[src/gdp_pkg.sv]
package gdp_pkg;
  localparam int PHASES = 3;
  localparam logic [7:0] ADDR_CTRL = 8'h00;
  localparam logic [7:0] ADDR_CMD = 8'h04;
  localparam logic [7:0] ADDR_STATUS = 8'h08;
  localparam int CTRL_RUN = 0;
  localparam int CTRL_HSSD = 1;
  localparam int CTRL_FEED = 2;
  localparam int CTRL_PULSE = 3;
  localparam int CMD_HS_LSB = 0;
  localparam int CMD_LS_LSB = 3;
  localparam int STAT_FAULT = 0;
  localparam int STAT_LIMIT = 1;
  localparam int STAT_STICKY = 2;
  localparam int STAT_LOCK = 3;
  localparam int STAT_RUN = 4;
  localparam int STAT_PULSE = 5;
  localparam int HTRANS_ACTIVE_BIT = 1;
  localparam logic [1:0] HRESP_OKAY = 2'h0;
  localparam int CLK_PERIOD_NS = 10;
  localparam int PULSE_NS = 6000;
  localparam int PULSE_CYCLES = (PULSE_NS + CLK_PERIOD_NS - 1) / CLK_PERIOD_NS;
  localparam int PULSE_W = 10;
  localparam int STOP_NS = 15000;
  localparam int STOP_CYCLES = STOP_NS / CLK_PERIOD_NS;
  localparam int RESTART_MS = 2000;
  localparam int RESTART_CYCLES = RESTART_MS * (1000000 / CLK_PERIOD_NS);
  localparam int RESTART_W = 28;
  typedef enum logic [1:0] {ST_IDLE, ST_RUN, ST_LOCKOUT} gdp_state_t;
endpackage

[src/gdp_sync3.sv]
`timescale 1ns/1ps
module gdp_sync3 #(
  parameter logic RESET_VAL = 1'b0
) (
  input wire logic sys_clk,
  input wire logic sys_rst,
  input wire logic d,
  output logic q
);
  logic ff1_reg, ff2_reg, ff3_reg, q_reg;
  logic qNext;

  // Take a change only once the two settled stages agree
  always_comb begin
    qNext = (ff2_reg == ff3_reg) ? ff3_reg : q_reg;
  end

  always_ff @(posedge sys_clk or posedge sys_rst) begin
    if (sys_rst) begin
      ff1_reg <= RESET_VAL;
      ff2_reg <= RESET_VAL;
      ff3_reg <= RESET_VAL;
      q_reg <= RESET_VAL;
    end else begin
      ff1_reg <= d;
      ff2_reg <= ff1_reg;
      ff3_reg <= ff2_reg;
      q_reg <= qNext;
    end
  end

  assign q = q_reg;
endmodule

[src/gdp_controller.sv]
`timescale 1ns/1ps
module gdp_controller #(
  parameter int RESTART_CYCLES = gdp_pkg::RESTART_CYCLES
) (
  input wire logic sys_clk,
  input wire logic sys_rst,
  input wire logic hsel,
  input wire logic [31:0] haddr,
  input wire logic [1:0] htrans,
  input wire logic hwrite,
  input wire logic [2:0] hsize,
  input wire logic [31:0] hwdata,
  input wire logic hready,
  output logic hreadyout,
  output logic [31:0] hrdata,
  output logic [1:0] hresp,
  output logic [gdp_pkg::PHASES-1:0] highSideCmd,
  output logic [gdp_pkg::PHASES-1:0] lowSideCmd,
  output logic highSideShutdown,
  input wire logic faultLineIn,
  output logic faultLineOut,
  output logic faultLineOe,
  input wire logic currentLimitFlag
);
  logic faultHigh, limitSync, faultLow;
  logic hreadyout_reg, hreadyout_next;
  logic [31:0] hrdata_reg, hrdata_next;
  logic wrPend_reg, wrPend_next, rdPend_reg, rdPend_next;
  logic [7:0] addr_reg, addr_next;
  logic run_reg, run_next, hssd_reg, hssd_next, feed_reg, feed_next;
  logic [gdp_pkg::PHASES-1:0] hsSet_reg, hsSet_next, lsSet_reg, lsSet_next;
  logic sticky_reg, sticky_next;
  logic pulseStart;
  gdp_pkg::gdp_state_t state_reg, state_next;
  logic [gdp_pkg::RESTART_W-1:0] lockCnt_reg, lockCnt_next;
  logic [gdp_pkg::PULSE_W-1:0] pulseCnt_reg, pulseCnt_next;
  logic [gdp_pkg::PHASES-1:0] hsOut_reg, hsOut_next, lsOut_reg, lsOut_next;
  logic hsd_reg, hsd_next, oe_reg, oe_next;

  gdp_sync3 #(.RESET_VAL(1'b1)) faultSyncU (
    .sys_clk(sys_clk),
    .sys_rst(sys_rst),
    .d(faultLineIn),
    .q(faultHigh)
  );

  gdp_sync3 #(.RESET_VAL(1'b0)) limitSyncU (
    .sys_clk(sys_clk),
    .sys_rst(sys_rst),
    .d(currentLimitFlag),
    .q(limitSync)
  );

  assign faultLow = ~faultHigh;

  // Reads take one wait state so a read right after a write sees the new value
  always_comb begin
    hreadyout_next = 1'b1;
    hrdata_next = hrdata_reg;
    wrPend_next = 1'b0;
    rdPend_next = 1'b0;
    addr_next = addr_reg;
    run_next = run_reg;
    hssd_next = hssd_reg;
    feed_next = feed_reg;
    hsSet_next = hsSet_reg;
    lsSet_next = lsSet_reg;
    sticky_next = sticky_reg;
    pulseStart = 1'b0;
    if (hsel && htrans[gdp_pkg::HTRANS_ACTIVE_BIT] && hready) begin
      addr_next = {haddr[7:2], 2'h0};
      wrPend_next = hwrite;
      rdPend_next = ~hwrite;
      hreadyout_next = hwrite;
    end
    if (rdPend_reg) begin
      hrdata_next = 32'h0;
      unique case (addr_reg)
        gdp_pkg::ADDR_CTRL: begin
          hrdata_next[gdp_pkg::CTRL_RUN] = run_reg;
          hrdata_next[gdp_pkg::CTRL_HSSD] = hssd_reg;
          hrdata_next[gdp_pkg::CTRL_FEED] = feed_reg;
        end
        gdp_pkg::ADDR_CMD: begin
          hrdata_next[gdp_pkg::CMD_HS_LSB +: gdp_pkg::PHASES] = hsSet_reg;
          hrdata_next[gdp_pkg::CMD_LS_LSB +: gdp_pkg::PHASES] = lsSet_reg;
        end
        gdp_pkg::ADDR_STATUS: begin
          hrdata_next[gdp_pkg::STAT_FAULT] = faultLow;
          hrdata_next[gdp_pkg::STAT_LIMIT] = limitSync;
          hrdata_next[gdp_pkg::STAT_STICKY] = sticky_reg;
          hrdata_next[gdp_pkg::STAT_LOCK] = (state_reg == gdp_pkg::ST_LOCKOUT);
          hrdata_next[gdp_pkg::STAT_RUN] = (state_reg == gdp_pkg::ST_RUN);
          hrdata_next[gdp_pkg::STAT_PULSE] = oe_reg;
        end
        default: hrdata_next = 32'h0;
      endcase
    end
    if (wrPend_reg) begin
      unique case (addr_reg)
        gdp_pkg::ADDR_CTRL: begin
          run_next = hwdata[gdp_pkg::CTRL_RUN];
          hssd_next = hwdata[gdp_pkg::CTRL_HSSD];
          feed_next = hwdata[gdp_pkg::CTRL_FEED];
          pulseStart = hwdata[gdp_pkg::CTRL_PULSE];
        end
        gdp_pkg::ADDR_CMD: begin
          hsSet_next = hwdata[gdp_pkg::CMD_HS_LSB +: gdp_pkg::PHASES];
          lsSet_next = hwdata[gdp_pkg::CMD_LS_LSB +: gdp_pkg::PHASES];
        end
        gdp_pkg::ADDR_STATUS: begin
          if (hwdata[gdp_pkg::STAT_STICKY]) begin
            sticky_next = 1'b0;
          end
        end
        default: begin
        end
      endcase
    end
    // A fault in the clearing cycle still sets the sticky bit
    if (faultLow) begin
      sticky_next = 1'b1;
    end
    // Restart needs a fresh run request
    if (state_reg == gdp_pkg::ST_LOCKOUT) begin
      run_next = 1'b0;
    end
  end

  always_ff @(posedge sys_clk or posedge sys_rst) begin
    if (sys_rst) begin
      hreadyout_reg <= 1'b1;
      hrdata_reg <= 32'h0;
      wrPend_reg <= 1'b0;
      rdPend_reg <= 1'b0;
      addr_reg <= 8'h0;
      run_reg <= 1'b0;
      hssd_reg <= 1'b0;
      feed_reg <= 1'b0;
      hsSet_reg <= '0;
      lsSet_reg <= '0;
      sticky_reg <= 1'b0;
    end else begin
      hreadyout_reg <= hreadyout_next;
      hrdata_reg <= hrdata_next;
      wrPend_reg <= wrPend_next;
      rdPend_reg <= rdPend_next;
      addr_reg <= addr_next;
      run_reg <= run_next;
      hssd_reg <= hssd_next;
      feed_reg <= feed_next;
      hsSet_reg <= hsSet_next;
      lsSet_reg <= lsSet_next;
      sticky_reg <= sticky_next;
    end
  end

  always_comb begin
    state_next = state_reg;
    lockCnt_next = lockCnt_reg;
    pulseCnt_next = pulseCnt_reg;
    unique case (state_reg)
      gdp_pkg::ST_IDLE: begin
        if (run_reg && !faultLow) begin
          state_next = gdp_pkg::ST_RUN;
        end
      end
      gdp_pkg::ST_RUN: begin
        // Stop at once on a low fault line
        if (faultLow) begin
          state_next = gdp_pkg::ST_LOCKOUT;
          lockCnt_next = '0;
        end else if (!run_reg) begin
          state_next = gdp_pkg::ST_IDLE;
        end
      end
      gdp_pkg::ST_LOCKOUT: begin
        // Restart wait counted from line release
        if (faultLow) begin
          lockCnt_next = '0;
        end else if (lockCnt_reg == gdp_pkg::RESTART_W'(RESTART_CYCLES - 1)) begin
          state_next = gdp_pkg::ST_IDLE;
        end else begin
          lockCnt_next = lockCnt_reg + 1'b1;
        end
      end
      // Spare code of the state word falls back to idle
      default: begin
        state_next = gdp_pkg::ST_IDLE;
      end
    endcase
    // Own shutdown pulse held at least six microseconds
    if (pulseCnt_reg != '0) begin
      pulseCnt_next = pulseCnt_reg - 1'b1;
    end else if (pulseStart) begin
      pulseCnt_next = gdp_pkg::PULSE_W'(gdp_pkg::PULSE_CYCLES);
    end
    // Commands fall with the state change, far inside the limit
    hsOut_next = (state_next == gdp_pkg::ST_RUN) ? hsSet_reg : '0;
    lsOut_next = (state_next == gdp_pkg::ST_RUN) ? lsSet_reg : '0;
    // Inverted fault feeds the shutdown input when enabled
    hsd_next = hssd_reg | (feed_reg & faultLow);
    oe_next = (pulseCnt_next != '0);
  end

  always_ff @(posedge sys_clk or posedge sys_rst) begin
    if (sys_rst) begin
      state_reg <= gdp_pkg::ST_IDLE;
      lockCnt_reg <= '0;
      pulseCnt_reg <= '0;
      hsOut_reg <= '0;
      lsOut_reg <= '0;
      hsd_reg <= 1'b0;
      oe_reg <= 1'b0;
    end else begin
      state_reg <= state_next;
      lockCnt_reg <= lockCnt_next;
      pulseCnt_reg <= pulseCnt_next;
      hsOut_reg <= hsOut_next;
      lsOut_reg <= lsOut_next;
      hsd_reg <= hsd_next;
      oe_reg <= oe_next;
    end
  end

  assign hreadyout = hreadyout_reg;
  assign hrdata = hrdata_reg;
  assign hresp = gdp_pkg::HRESP_OKAY;
  assign highSideCmd = hsOut_reg;
  assign lowSideCmd = lsOut_reg;
  assign highSideShutdown = hsd_reg;
  assign faultLineOut = 1'b0;
  assign faultLineOe = oe_reg;

  localparam int PULSE_MIN = gdp_pkg::PULSE_CYCLES;
  logic [gdp_pkg::PULSE_W-1:0] oeLen;
  logic [gdp_pkg::RESTART_W-1:0] sinceFault;
  logic seenFault;
  always_ff @(posedge sys_clk or posedge sys_rst) begin
    if (sys_rst) begin
      oeLen <= '0;
      sinceFault <= '0;
      seenFault <= 1'b0;
    end else begin
      oeLen <= oe_reg ? oeLen + 1'b1 : '0;
      if (faultLow) begin
        sinceFault <= '0;
        seenFault <= 1'b1;
      end else if (sinceFault != '1) begin
        sinceFault <= sinceFault + 1'b1;
      end
    end
  end
endmodule

[config.mk]
export PLATFORM = sky130hd
export DESIGN_NAME = gdp_controller
export DESIGN_NICKNAME = d
export VERILOG_FILES = /design/src/gdp_pkg.sv /design/src/gdp_sync3.sv /design/src/gdp_controller.sv
export SDC_FILE = /design/constraint.sdc
export NUM_CORES = 1
export LEC_CHECK = 0
export BUFFER_PORTS_ARGS = -buffer_cell sky130_fd_sc_hd__buf_2
export CORE_ASPECT_RATIO = 0.5
export CORE_MARGIN = 4
export CORE_UTILIZATION = 43
export CTS_CLUSTER_DIAMETER = 50
export CTS_CLUSTER_SIZE = 14
export DETAILED_ROUTE_END_ITERATION = 10
export GPL_TIMING_DRIVEN = 0
export PLACE_DENSITY = 0.69
export SLEW_MARGIN = 40
export SYNTH_ARGS = -nofsm -noshare
export SYNTH_HDL_FRONTEND = slang
export SYNTH_HIERARCHICAL = 1
export SYNTH_SLANG_ARGS = --single-unit
export TNS_END_PERCENT = 30
[constraint.sdc]
create_clock -name sys_clk -period 2.3 [get_ports sys_clk]
set_input_delay 0.46 -clock sys_clk [delete_from_list [all_inputs] [get_ports sys_clk]]
set_output_delay 0.46 -clock sys_clk [all_outputs]
set_load 0.005 [all_outputs]
-- Word-level counts from Yosys, hierarchy flattened
Cells that the tools add are included.
- bits in registers: 81
- bits in latches: 0
- bits in read-only memories: 0
- RAM bits: 0
- logic and storage cells: 88
- output and inout port bits: 44
- memories kept: 0
- input bits: 76
- multiplexer cells: 28
- add/sub/neg operators: 2
- shifts and indexed selects: 0
- divide/modulo/power cells: 0
- bitwise logic cells: 4
- reduce and logical (&&, ||, !) cells: 15
- magnitude comparators: 0
- equal/unequal tests: 13
- $mul: 0
- operator list (operator ; count):
    two-way mux 28 bit ; 3
    one-hot mux 28 bit (2 select lines) ; 1
    adder 28 x 1 -> 28 bit, second input constant ; 1
    equality test 28 bit, second input constant ; 1
    two-way mux 10 bit ; 2
    nonzero test 10 bit ; 2
    two-way mux 1 bit ; 12
    two-way mux 2 bit ; 5
    subtractor 10 x 1 -> 10 bit, second input constant ; 1
    one-hot mux 3 bit (3 select lines) ; 1
    zero test 8 bit ; 1
    != test 2 bit, second input constant ; 4
    equality test 6 x 1 -> 1 bit, second input constant ; 1
    equality test 6 x 2 -> 1 bit, second input constant ; 1
    two-way mux 3 bit ; 2
    one-hot mux 2 bit (3 select lines) ; 1
    one-hot mux 3 bit (2 select lines) ; 1
    AND reduction 2 bit ; 3
    AND reduction 3 bit ; 2
    nonzero test 2 bit ; 3
    equality test 2 x 1 -> 1 bit, second input constant ; 2
    logical AND 1 bit ; 3
    != test 3 bit, second input constant ; 1
    equality test 1 bit ; 2
    other kinds (5) ; 6

-- Logic depth before layout (Yosys ltp)
Gate-level depths: netlist (run 1).
- depth in word-level cells: 6
- mapped depth: 8

-- Modules after synthesis
Netlist (run 1), hierarchy kept.
- by module, submodules not included (module ; seq. area each (sq um) ; area each (sq um) ; times used ; cells each):
    gdp_controller ; 1828.0 ; 3921.3 ; 1 ; 395
    gdp_sync3 (faultSyncU) ; 105.1 ; 120.1 ; 1 ; 6
    gdp_sync3 (limitSyncU) ; 100.1 ; 115.1 ; 1 ; 6

-- Worst setup path after synthesis (run 1)
Ideal clock, no wire load.
- path kind: flip-flop to flip-flop
- start: reg pulseCnt_reg[0] in the netlist's numbering
- end: reg oe_reg, in the netlist faultLineOe
- period minus slack after synthesis: 2.056 ns
- path buffers: 0
- required time: 2.161 ns
- stages on the path, launching flop included: 8
- data arrival time: 1.917 ns
- slack: 0.244 ns
- cell sequence: dfrtp_1 inv_1 ha_1 nor3b_1 nand3_1 nor2_1 a32oi_1 or4_1
- word-level cells in the longest chain between the ends: 3
- elaborated cells on any way between the ends: 5
- those cells by class: 1 x add/sub; 2 x mux; 2 x reduce/logical
- ends and longest elaborated chain (what ; line ; source):
    from (decl) ; gdp_controller.sv:36 ; logic [gdp_pkg::PULSE_W-1:0] pulseCnt_reg, pulseCnt_next;
    from (signal assigned) ; gdp_controller.sv:218 ; pulseCnt_reg <= pulseCnt_next;
    subtractor 10 x 1 -> 10 bit, or another cell as far along ; gdp_controller.sv:194 ; pulseCnt_next = pulseCnt_reg - 1'b1;
    two-way mux 10 bit * ; gdp_controller.sv:193 ; if (pulseCnt_reg != '0) begin
    nonzero test 10 bit * ; gdp_controller.sv:203 ; oe_next = (pulseCnt_next != '0);
    named net oe_next ; gdp_controller.sv:38 ; logic hsd_reg, hsd_next, oe_reg, oe_next;
    to (signal assigned) ; gdp_controller.sv:222 ; oe_reg <= oe_next;
    to (decl) ; gdp_controller.sv:38 ;
Mark *: on every way through the listed nets, which the timed path passes. The rest lies on a longest branch.
A chain may end at the register's enable or synchronous reset.

-- Final worst setup path (run 1)
Ends and elaborated chain as after synthesis.

==> reports/metrics.csv, run 1 <==
metric,value,unit
Critical Path RT,2500,ps
DRC errors left,0,
Cells after Synth,407,
Die Ht,77.5,um
syn_area_per_cell,10.2,um^2
final core occ,53.6,%
Post-synth EDFFs,0,
Fin Hold WS,37.6,ps
global-route usage over all layers,15.6,%
TritonCTS clock tree,done,
Achievable Freq,454,MHz
post-synthesis cell area,4160,um^2
main flop type after synthesis,dfrtp_1,
initial DRC count,157,
CTS sink count,81,
Worst path slowest cell,or4_1,
Largest register FFs,28,
max cap viols,0,
Least-Margin Pin Slew,560,ps
crit path buf inv count,1,
Post-CTS Hold Buffers,0,
synth warn,6,
ratio of cells with drive above 1 in the final layout,26.8,%
gp weighted congestion,0.818,
die footprint,11400,um^2
most instantiated library cell after synthesis,dfrtp_1,
detailed-route via count,3111,
worst setup path class,reg2reg,
first-pass GRT wire length,14600,um
CP arrival,2400,ps
pwr dens,735,nW/um^2
max-slew violation count,0,
Layout area overhead,21.5,%
Critical Path End Type,register,
IO Pins,120,
Pleak,2.31,nW
largest net degree at the start of global routing,25,
DRT antenna net count,0,
RSZ-0062 raised after global routing,true,
Final min period,2200,ps
TritonRoute pass-1 iters,4,
total grt overflow,0,
WL/cell,13.5,um
n_diodes,0,
setup violators final,0,
synth unique cells,61,
Num CTS Buffers,9,
"delay-heaviest family, CP",simple AND/OR/NAND/NOR gates,
final worst slack,97.8,ps
"slowest stage delay, CP",530,ps
Post-synth top cells,"dfrtp_1 (76), nand2_1 (34), nor2_1 (34)",
critical path peak fanout,7,
Worst Hold Class,in2async,
Critical Path Start Type,register,
async set or reset register ratio after synthesis,100,%
initial core utilization,44.1,%
fill count,816,
Cell Rows,25,
Final #Nets,566,
clock slew at reported path FFs,60,ps
CTS Buffer Depth,2,
initial antenna violation count,0,
post-DP HPWL,6080,um
width of the chip,147,um
Via density,4.99,
Yosys top cell by area,dfrtp_1,
post-synth top area share,45.8,%
vias in the first global route,3104,
worst skew pair latency,340,ps
Setup WS pre-CTS,-254,ps
Worst Skew,5.90,ps
H-tree depth,3,
part of the cycle the worst path needs,95.7,%
Synth Register Bits,81,
post-synthesis sequential area ratio,48.9,%
outcome,"finished, final reports clean",
final hold viol count,0,
setup TNS,0,ps
synth top area cells,"dfrtp_1 (46%), buf_4 (5.4%), mux2_2 (3.8%), dfstp_2 (3.2%), nand2_1 (3.1%)",
CP cell instances,inv_1 -> ha_1 -> nor3b_2 -> nand3_1 -> nor2_1 -> a32oi_1 -> or4_1,
final WL,8400,um
headroom to the max-slew limit,62.6,%
PortBufs,34,
CTS root buf,clkbuf_16,
core area,9420,um^2
Max IR drop VDD,0.366,mV
==> through the flow <==
stage | cells | total power [mW] | area (um^2)
finish | 624 | 3.71 | 5050
global route | 624 | 3.89 | 5050
CTS | 623 | 3.74 | 5010
detailed placement | 607 | 2.17 | 4670
global placement | 604 | 2.15 | 4600
floorplan | 435 | 1.99 | 4270
==> final cells by class <==
cell class | instances | area, um^2 | area share (%)
clock buffer | 11 | 243 | 4.81
inverter | 20 | 78.8 | 1.56
sequential | 81 | 2030 | 40.3
tap | 135 | 169 | 3.34
buffer | 37 | 256 | 5.08
multi-input combinational | 297 | 1950 | 38.6
clock inverter | 5 | 78.8 | 1.56
timing repair buffer | 38 | 240 | 4.76
==> cells in the final DEF, fill, tap and decap left out, drive strengths merged, types with 3 or more instances in the layout <==
cell,instances
dfrtp,76
buf,69
nand2,34
nor2,34
conb,29
nand3,20
inv,19
a21oi,17
clkbuf,17
xor2,14
mux2,14
o21ai,13
nor4,13
nand4,9
or4,7
a21boi,7
nand2b,6
ha,6
nor3,6
xnor2,5
dfstp,5
o311ai,5
mux2i,4
o31ai,4
o211ai,4
a31oi,4
and2,4
nor2b,3
a22oi,3
o22ai,3
and4,3
o21bai,3
clkinv,3
==> routing by layer <==
metal / vias up / track usage [%] / wire length, um
li1: 1561 / - / -
met1: 1472 / 20.2 / 3940
met2: 69 / 25.4 / 3970
met3: 9 / 4.14 / 395
met4: 0 / 6.13 / 95
met5: - / 0 / 0
==> final timing paths <==
| path | slack [ps] | cells past startpoint | from | endpoint |
|---|---|---|---|---|
| worst max-delay path | 100 | 7 | pulseCnt_reg[0]$_DFF_PP0_ | faultLineOe$_DFF_PP0_ |
| worst min-delay path | 40 | 2 | sys_rst | limitSyncU/q$_DFFE_PP0N_ |
| worst max register to register | 100 | 7 | pulseCnt_reg[0]$_DFF_PP0_ | faultLineOe$_DFF_PP0_ |
| worst min register to register | 350 | 0 | limitSyncU/ff1_reg$_DFF_PP0_ | limitSyncU/ff2_reg$_DFF_PP0_ |
| max in group asynchronous | 1490 | 4 | sys_rst | pulseCnt_reg[2]$_DFF_PP0_ |
| min in group sys_clk | 220 | 1 | faultLineIn | faultSyncU/ff1_reg$_DFF_PP1_ |
==> repair_timing <==
action | CTS | global route
setup endpoints to repair | 20 | 24
buffers inserted | 0 | 1
cloned | 0 | 0
gates resized for setup | 5 | 10
pin swaps | 1 | 2
==> cell families after synthesis <==
logic type               Yosys count  synth area share (%)
AND/OR/NAND/NOR                  152                  20.6
multiplexers                      18                  4.76
buffers and inverters             57                  7.89
AO/OA/AOI/OAI                     71                  11.4
adder cells (fa/ha/maj)            8                  2.35
XOR/XNOR                          19                  4.00
other                              1                0.0902
flip-flops                        81                  48.9
==> report_power, final <==
part           total (mW)  switching [mW]  internal, mW
registers            1.60          0.0656          1.54
clock network        1.53           0.557         0.978
logic               0.576           0.334         0.241
total                3.71           0.957          2.76
Power figures use the tool's default switching activity.
==> run 2, diff against run 1 <==
--- a/config.mk
+++ b/config.mk
@@ -7,13 +7,13 @@
 export LEC_CHECK = 0
 export BUFFER_PORTS_ARGS = -buffer_cell sky130_fd_sc_hd__buf_2
 export CORE_ASPECT_RATIO = 0.5
-export CORE_MARGIN = 4
+export CORE_MARGIN = 5
 export CORE_UTILIZATION = 43
 export CTS_CLUSTER_DIAMETER = 50
 export CTS_CLUSTER_SIZE = 14
 export DETAILED_ROUTE_END_ITERATION = 10
 export GPL_TIMING_DRIVEN = 0
-export PLACE_DENSITY = 0.69
+export PLACE_DENSITY = 0.66
 export SLEW_MARGIN = 40
 export SYNTH_ARGS = -nofsm -noshare
 export SYNTH_HDL_FRONTEND = slang
==> constraint.sdc (replaced) <==
create_clock -name sys_clk -period 2.2 [get_ports sys_clk]
set_input_delay 0.44 -clock sys_clk [delete_from_list [all_inputs] [get_ports sys_clk]]
set_output_delay 0.44 -clock sys_clk [all_outputs]
set_load 0.005 [all_outputs]
==> run 2 against run 1 <==
  * Sequential share of layout area down 0.46 points
  * Clock power down 4%
  * Clock skew up 2.3 ps
  * Utilization up 0.47 points
  * Flip-flop and latch count unchanged
  * Setup slack worse by 30 ps
  * First-iteration DRC count up 16%
  * Largest cell class unchanged
==> reports/metrics.csv, run 2 (same netlist as run 1, synthesis figures left out) <==
metric,value,unit
CTS sink count,81,
Least-Margin Pin Slew,537,ps
outcome,"finished, final reports clean",
final WL,8550,um
max-slew violation count,0,
area of all sequential standard cells,2040,um^2
NetSw,1.02,mW
Achievable Freq,469,MHz
detailed-route via count,3127,
CTS Buffer Depth,2,
Setup WS pre-CTS,-313,ps
placed cells,607,
initial core utilization,44.0,%
initial antenna violation count,0,
worst skew pair latency,340,ps
Final #Nets,568,
H-tree depth,3,
combinational power share,16.6,%
Pleak,2.32,nW
fill count,843,
multi-input gate area in the final layout,2010,um^2
total grt overflow,0,
Clock Power Share,39.0,%
Worst Skew,8.18,ps
design area,5110,um^2
Cell Rows,25,
max cap viols,0,
Critical Path Start Type,register,
core area,9450,um^2
IO Pins,120,
RSZ-0062 raised after global routing,true,
"commonest non-fill, non-tap cell in the layout",dfrtp_1,
pwr dens,739,nW/um^2
DP Area,4680,um^2
Post-CTS Hold Buffers,0,
Max IR drop VDD,0.412,mV
CTS root buf,clkbuf_16,
TritonCTS clock tree,done,
post-DP HPWL,6120,um
DRC errors left,0,
headroom to the max-slew limit,64.1,%
Seq pwr share,44.4,%
setup violators final,0,
Num CTS Buffers,9,
Critical Path End Type,register,
ratio of cells with drive above 1 in the final layout,28.5,%
critical path peak fanout,7,
Final min period,2130,ps
part of the cycle the worst path needs,96.9,%
Fin Hold WS,21.0,ps
gp weighted congestion,0.859,
Finished Layout Cells,626,
most frequent cells in the layout,"dfrtp_1 (74), buf_2 (36), nand2_1 (34), nor2_1 (32), buf_4 (32)",
Die Ht,79.5,um
total power,3.78,mW
worst setup path class,reg2reg,
Via density,5.00,
DRT antenna net count,0,
vias in the first global route,2959,
Critical Path RT,2460,ps
Layout area overhead,23.0,%
global-route usage over all layers,15.4,%
first-pass GRT wire length,14500,um
die footprint,11900,um^2
width of the chip,149,um
Worst Hold Class,in2async,
Sw Ratio,27.0,%
final worst slack,67.4,ps
initial DRC count,182,
final hold viol count,0,
PortBufs,34,
Internal Power,2.76,mW
CP arrival,2390,ps
clock slew at reported path FFs,60,ps
WL/cell,13.7,um
Largest register FFs,28,
n_diodes,0,
largest net degree at the start of global routing,26,
TritonRoute pass-1 iters,4,
==> run 2: path summary, 6_finish.rpt <==
kind | to | depth (start not counted) | startpoint | slack (ps)
worst max-delay path | lockCnt_reg[25]$_DFFE_PP0P_ | 7 | state_reg[0]$_DFF_PP0_ | 70
worst min-delay path | limitSyncU/ff1_reg$_DFF_PP0_ | 2 | sys_rst | 20
worst max register to register | lockCnt_reg[25]$_DFFE_PP0P_ | 7 | state_reg[0]$_DFF_PP0_ | 70
worst min register to register | limitSyncU/ff2_reg$_DFF_PP0_ | 0 | limitSyncU/ff1_reg$_DFF_PP0_ | 350
max in group asynchronous | pulseCnt_reg[2]$_DFF_PP0_ | 4 | sys_rst | 1410
min in group sys_clk | faultSyncU/ff1_reg$_DFF_PP1_ | 1 | faultLineIn | 190
==> run 2: metal layers <==
metal  wire (um)  share of wire, %  global-route usage, %  vias up
li1            -                 -                      -     1565
met1        3980                46                   19.8     1485
met2        4070                48                   24.9       64
met4         103               1.2                   5.02        0
met3         400               4.7                   5.05       13
met5           0                 0                      0        -
==> run 2: timing repair <==
item                       4_1_cts  5_1_grt
setup buffers                    1        2
resized for setup               11       18
setup endpoints to repair       26       30
pin swaps                        3        1
==> run 2: critical path: stages (launching register included) <==
cell and delay, ps:
dfrtp_1 420, inv_1 110, ha_1 310, a21bo_2 260
nor4_4 370, nand3_2 210, nor4_1 250, o21bai_1 150
==> run 2: power groups by stage <==
stage | Combinational, mW | Sequential (mW) | Clock, mW
finish | 0.628 | 1.68 | 1.47
global route | 0.699 | 1.69 | 1.59
CTS | 0.605 | 1.68 | 1.51
detailed placement | 0.572 | 1.70 | 0
global placement | 0.550 | 1.70 | 0
floorplan | 0.389 | 1.69 | 0
==> run 2: layout make-up <==
cell class / instances / area share [%]
repair buffers: 40 / 5.24
multi-input cells: 297 / 39.3
plain buffers: 37 / 5.09
clock inverters: 5 / 1.15
inverters: 20 / 1.54
flip-flops and latches: 81 / 39.8
well taps: 135 / 3.30
clock buffers: 11 / 4.55
==> run 2: per-stage QoR <==
step | util (%) | TNS, ps
floorplan | - | 0
global placement | 48.7 | -4160
detailed placement | 49.5 | -4480
CTS | 53.2 | 0
global route | 54.1 | -203
finish | 54.1 | 0
==> run 3, diff against run 2 <==
--- a/config.mk
+++ b/config.mk
@@ -13,6 +13,7 @@
 export CTS_CLUSTER_SIZE = 14
 export DETAILED_ROUTE_END_ITERATION = 10
 export GPL_TIMING_DRIVEN = 0
+export HOLD_SLACK_MARGIN = 0.03
 export PLACE_DENSITY = 0.66
 export SLEW_MARGIN = 40
 export SYNTH_ARGS = -nofsm -noshare
==> run 3 against run 2 <==
  * Design area rose by 0.20%
  * Worst hold slack improved by 170 ps
  * Wire length down 0.40%
  * Sequential power barely moved
  * Register-to-register slack about the same
  * Non-clock buffer count is 1 higher
  * Cell count is 0.16% higher
  * Combinational power hardly changed
  * Clock power barely moved
  * Maximum frequency hardly changed
  * Clock-buffer cell count unchanged
==> reports/metrics.csv, run 3 (same netlist as run 1, synthesis figures left out) <==
metric,value,unit
Finished Layout Cells,627,
DRC errors left,0,
Cell Rows,25,
pwr dens,737,nW/um^2
Internal Power,2.76,mW
width of the chip,149,um
H-tree depth,3,
WL/cell,13.6,um
NetSw,1.02,mW
total grt overflow,0,
total power,3.78,mW
Seq pwr share,44.4,%
ratio of cells with drive above 1 in the final layout,28.5,%
initial DRC count,204,
TritonRoute pass-1 iters,4,
Sw Ratio,26.9,%
hold path depth,1,
vias in the first global route,2972,
worst setup path class,reg2reg,
Worst Reg2Reg Path Length in Cells,7,
initial antenna violation count,0,
max-slew violation count,0,
DP Area,4680,um^2
gp weighted congestion,0.859,
CTS root buf,clkbuf_16,
Critical Path Start Type,register,
combinational power share,16.7,%
n_diodes,0,
setup violators final,0,
Layout area overhead,23.2,%
IO Pins,120,
Max IR drop VDD,0.411,mV
placed cells,607,
final worst slack,66.0,ps
PortBufs,34,
Largest register FFs,28,
setup TNS,0,ps
headroom to the max-slew limit,64.2,%
Via density,5.00,
Die Ht,79.5,um
detailed-route via count,3137,
Critical Path End Type,register,
clock slew at reported path FFs,60,ps
core area,9450,um^2
initial core utilization,44.0,%
part of the cycle the worst path needs,97.0,%
Final #Nets,569,
most frequent cells in the layout,"dfrtp_1 (74), buf_2 (36), nand2_1 (34), nor2_1 (32), buf_4 (32)",
final core occ,54.2,%
max cap viols,0,
die footprint,11900,um^2
worst skew pair latency,340,ps
outcome,"finished, final reports clean",
CTS Buffer Depth,2,
final hold viol count,0,
Critical Path RT,2460,ps
TritonCTS clock tree,done,
RSZ-0062 raised after global routing,true,
Final min period,2130,ps
Clock Power Share,38.9,%
final WL,8520,um
Achievable Freq,469,MHz
CP arrival,2400,ps
"commonest non-fill, non-tap cell in the layout",dfrtp_1,
first-pass GRT wire length,14600,um
Num CTS Buffers,9,
post-DP HPWL,6120,um
DRT antenna net count,0,
Fin Hold WS,195,ps
Worst Hold Class,in2reg,
critical path peak fanout,7,
Setup WS pre-CTS,-313,ps
global-route usage over all layers,15.4,%
Worst Skew,8.13,ps
Pleak,2.32,nW
largest net degree at the start of global routing,26,
Least-Margin Pin Slew,535,ps
CTS sink count,81,
design area,5120,um^2
==> run 3: power groups by stage <==
stage / logic [mW] / registers, mW / clock network [mW]
final: 0.629 / 1.68 / 1.47
after global routing: 0.701 / 1.69 / 1.59
after CTS: 0.607 / 1.68 / 1.51
after detailed placement: 0.572 / 1.70 / 0
after global placement: 0.550 / 1.70 / 0
after floorplan: 0.389 / 1.69 / 0
==> run 3: layout make-up <==
class                      count  area (um^2)
clock inverter                 5         58.8
clock buffer                  11          233
fill                         841         4330
multi-input combinational    297         2010
tap                          135          169
sequential                    81         2040
timing repair buffer          41          278
inverter                      20         78.8
buffer                        37          260
==> run 3: routing by layer <==
| layer | vias up | share of wire (%) | GRT usage, % |
|---|---|---|---|
| met3 | 14 | 4.8 | 5.05 |
| met5 | - | 0 | 0 |
| met2 | 65 | 48 | 24.8 |
| met4 | 0 | 1.3 | 5.02 |
| met1 | 1491 | 46 | 19.8 |
| li1 | 1567 | - | - |
==> run 3: worst paths after layout <==
path	from	to	slack [ps]
min in group asynchronous	sys_rst	limitSyncU/ff1_reg$_DFF_PP0_	580
min	faultLineIn	faultSyncU/ff1_reg$_DFF_PP1_	200
max in group asynchronous	sys_rst	pulseCnt_reg[2]$_DFF_PP0_	850
max reg2reg	state_reg[0]$_DFF_PP0_	lockCnt_reg[25]$_DFFE_PP0P_	70
max	state_reg[0]$_DFF_PP0_	lockCnt_reg[25]$_DFFE_PP0P_	70
min reg2reg	limitSyncU/ff1_reg$_DFF_PP0_	limitSyncU/ff2_reg$_DFF_PP0_	350
==> run 3: critical path, cell delays in order, from the launching register on <==
cell and delay [ps]:
dfrtp_1 420, inv_1 110, ha_1 310, a21bo_2 260, nor4_4 370, nand3_2 210, nor4_1 250, o21bai_1 150
==> run 3: what timing repair did <==
action	4_1_cts	5_1_grt
resized for setup	11	18
gates cloned	0	0
pin swaps	3	1
hold buffers	1	0
setup buffers	1	2
endpoints found under the setup margin	26	30
endpoints found under the hold margin	4	0
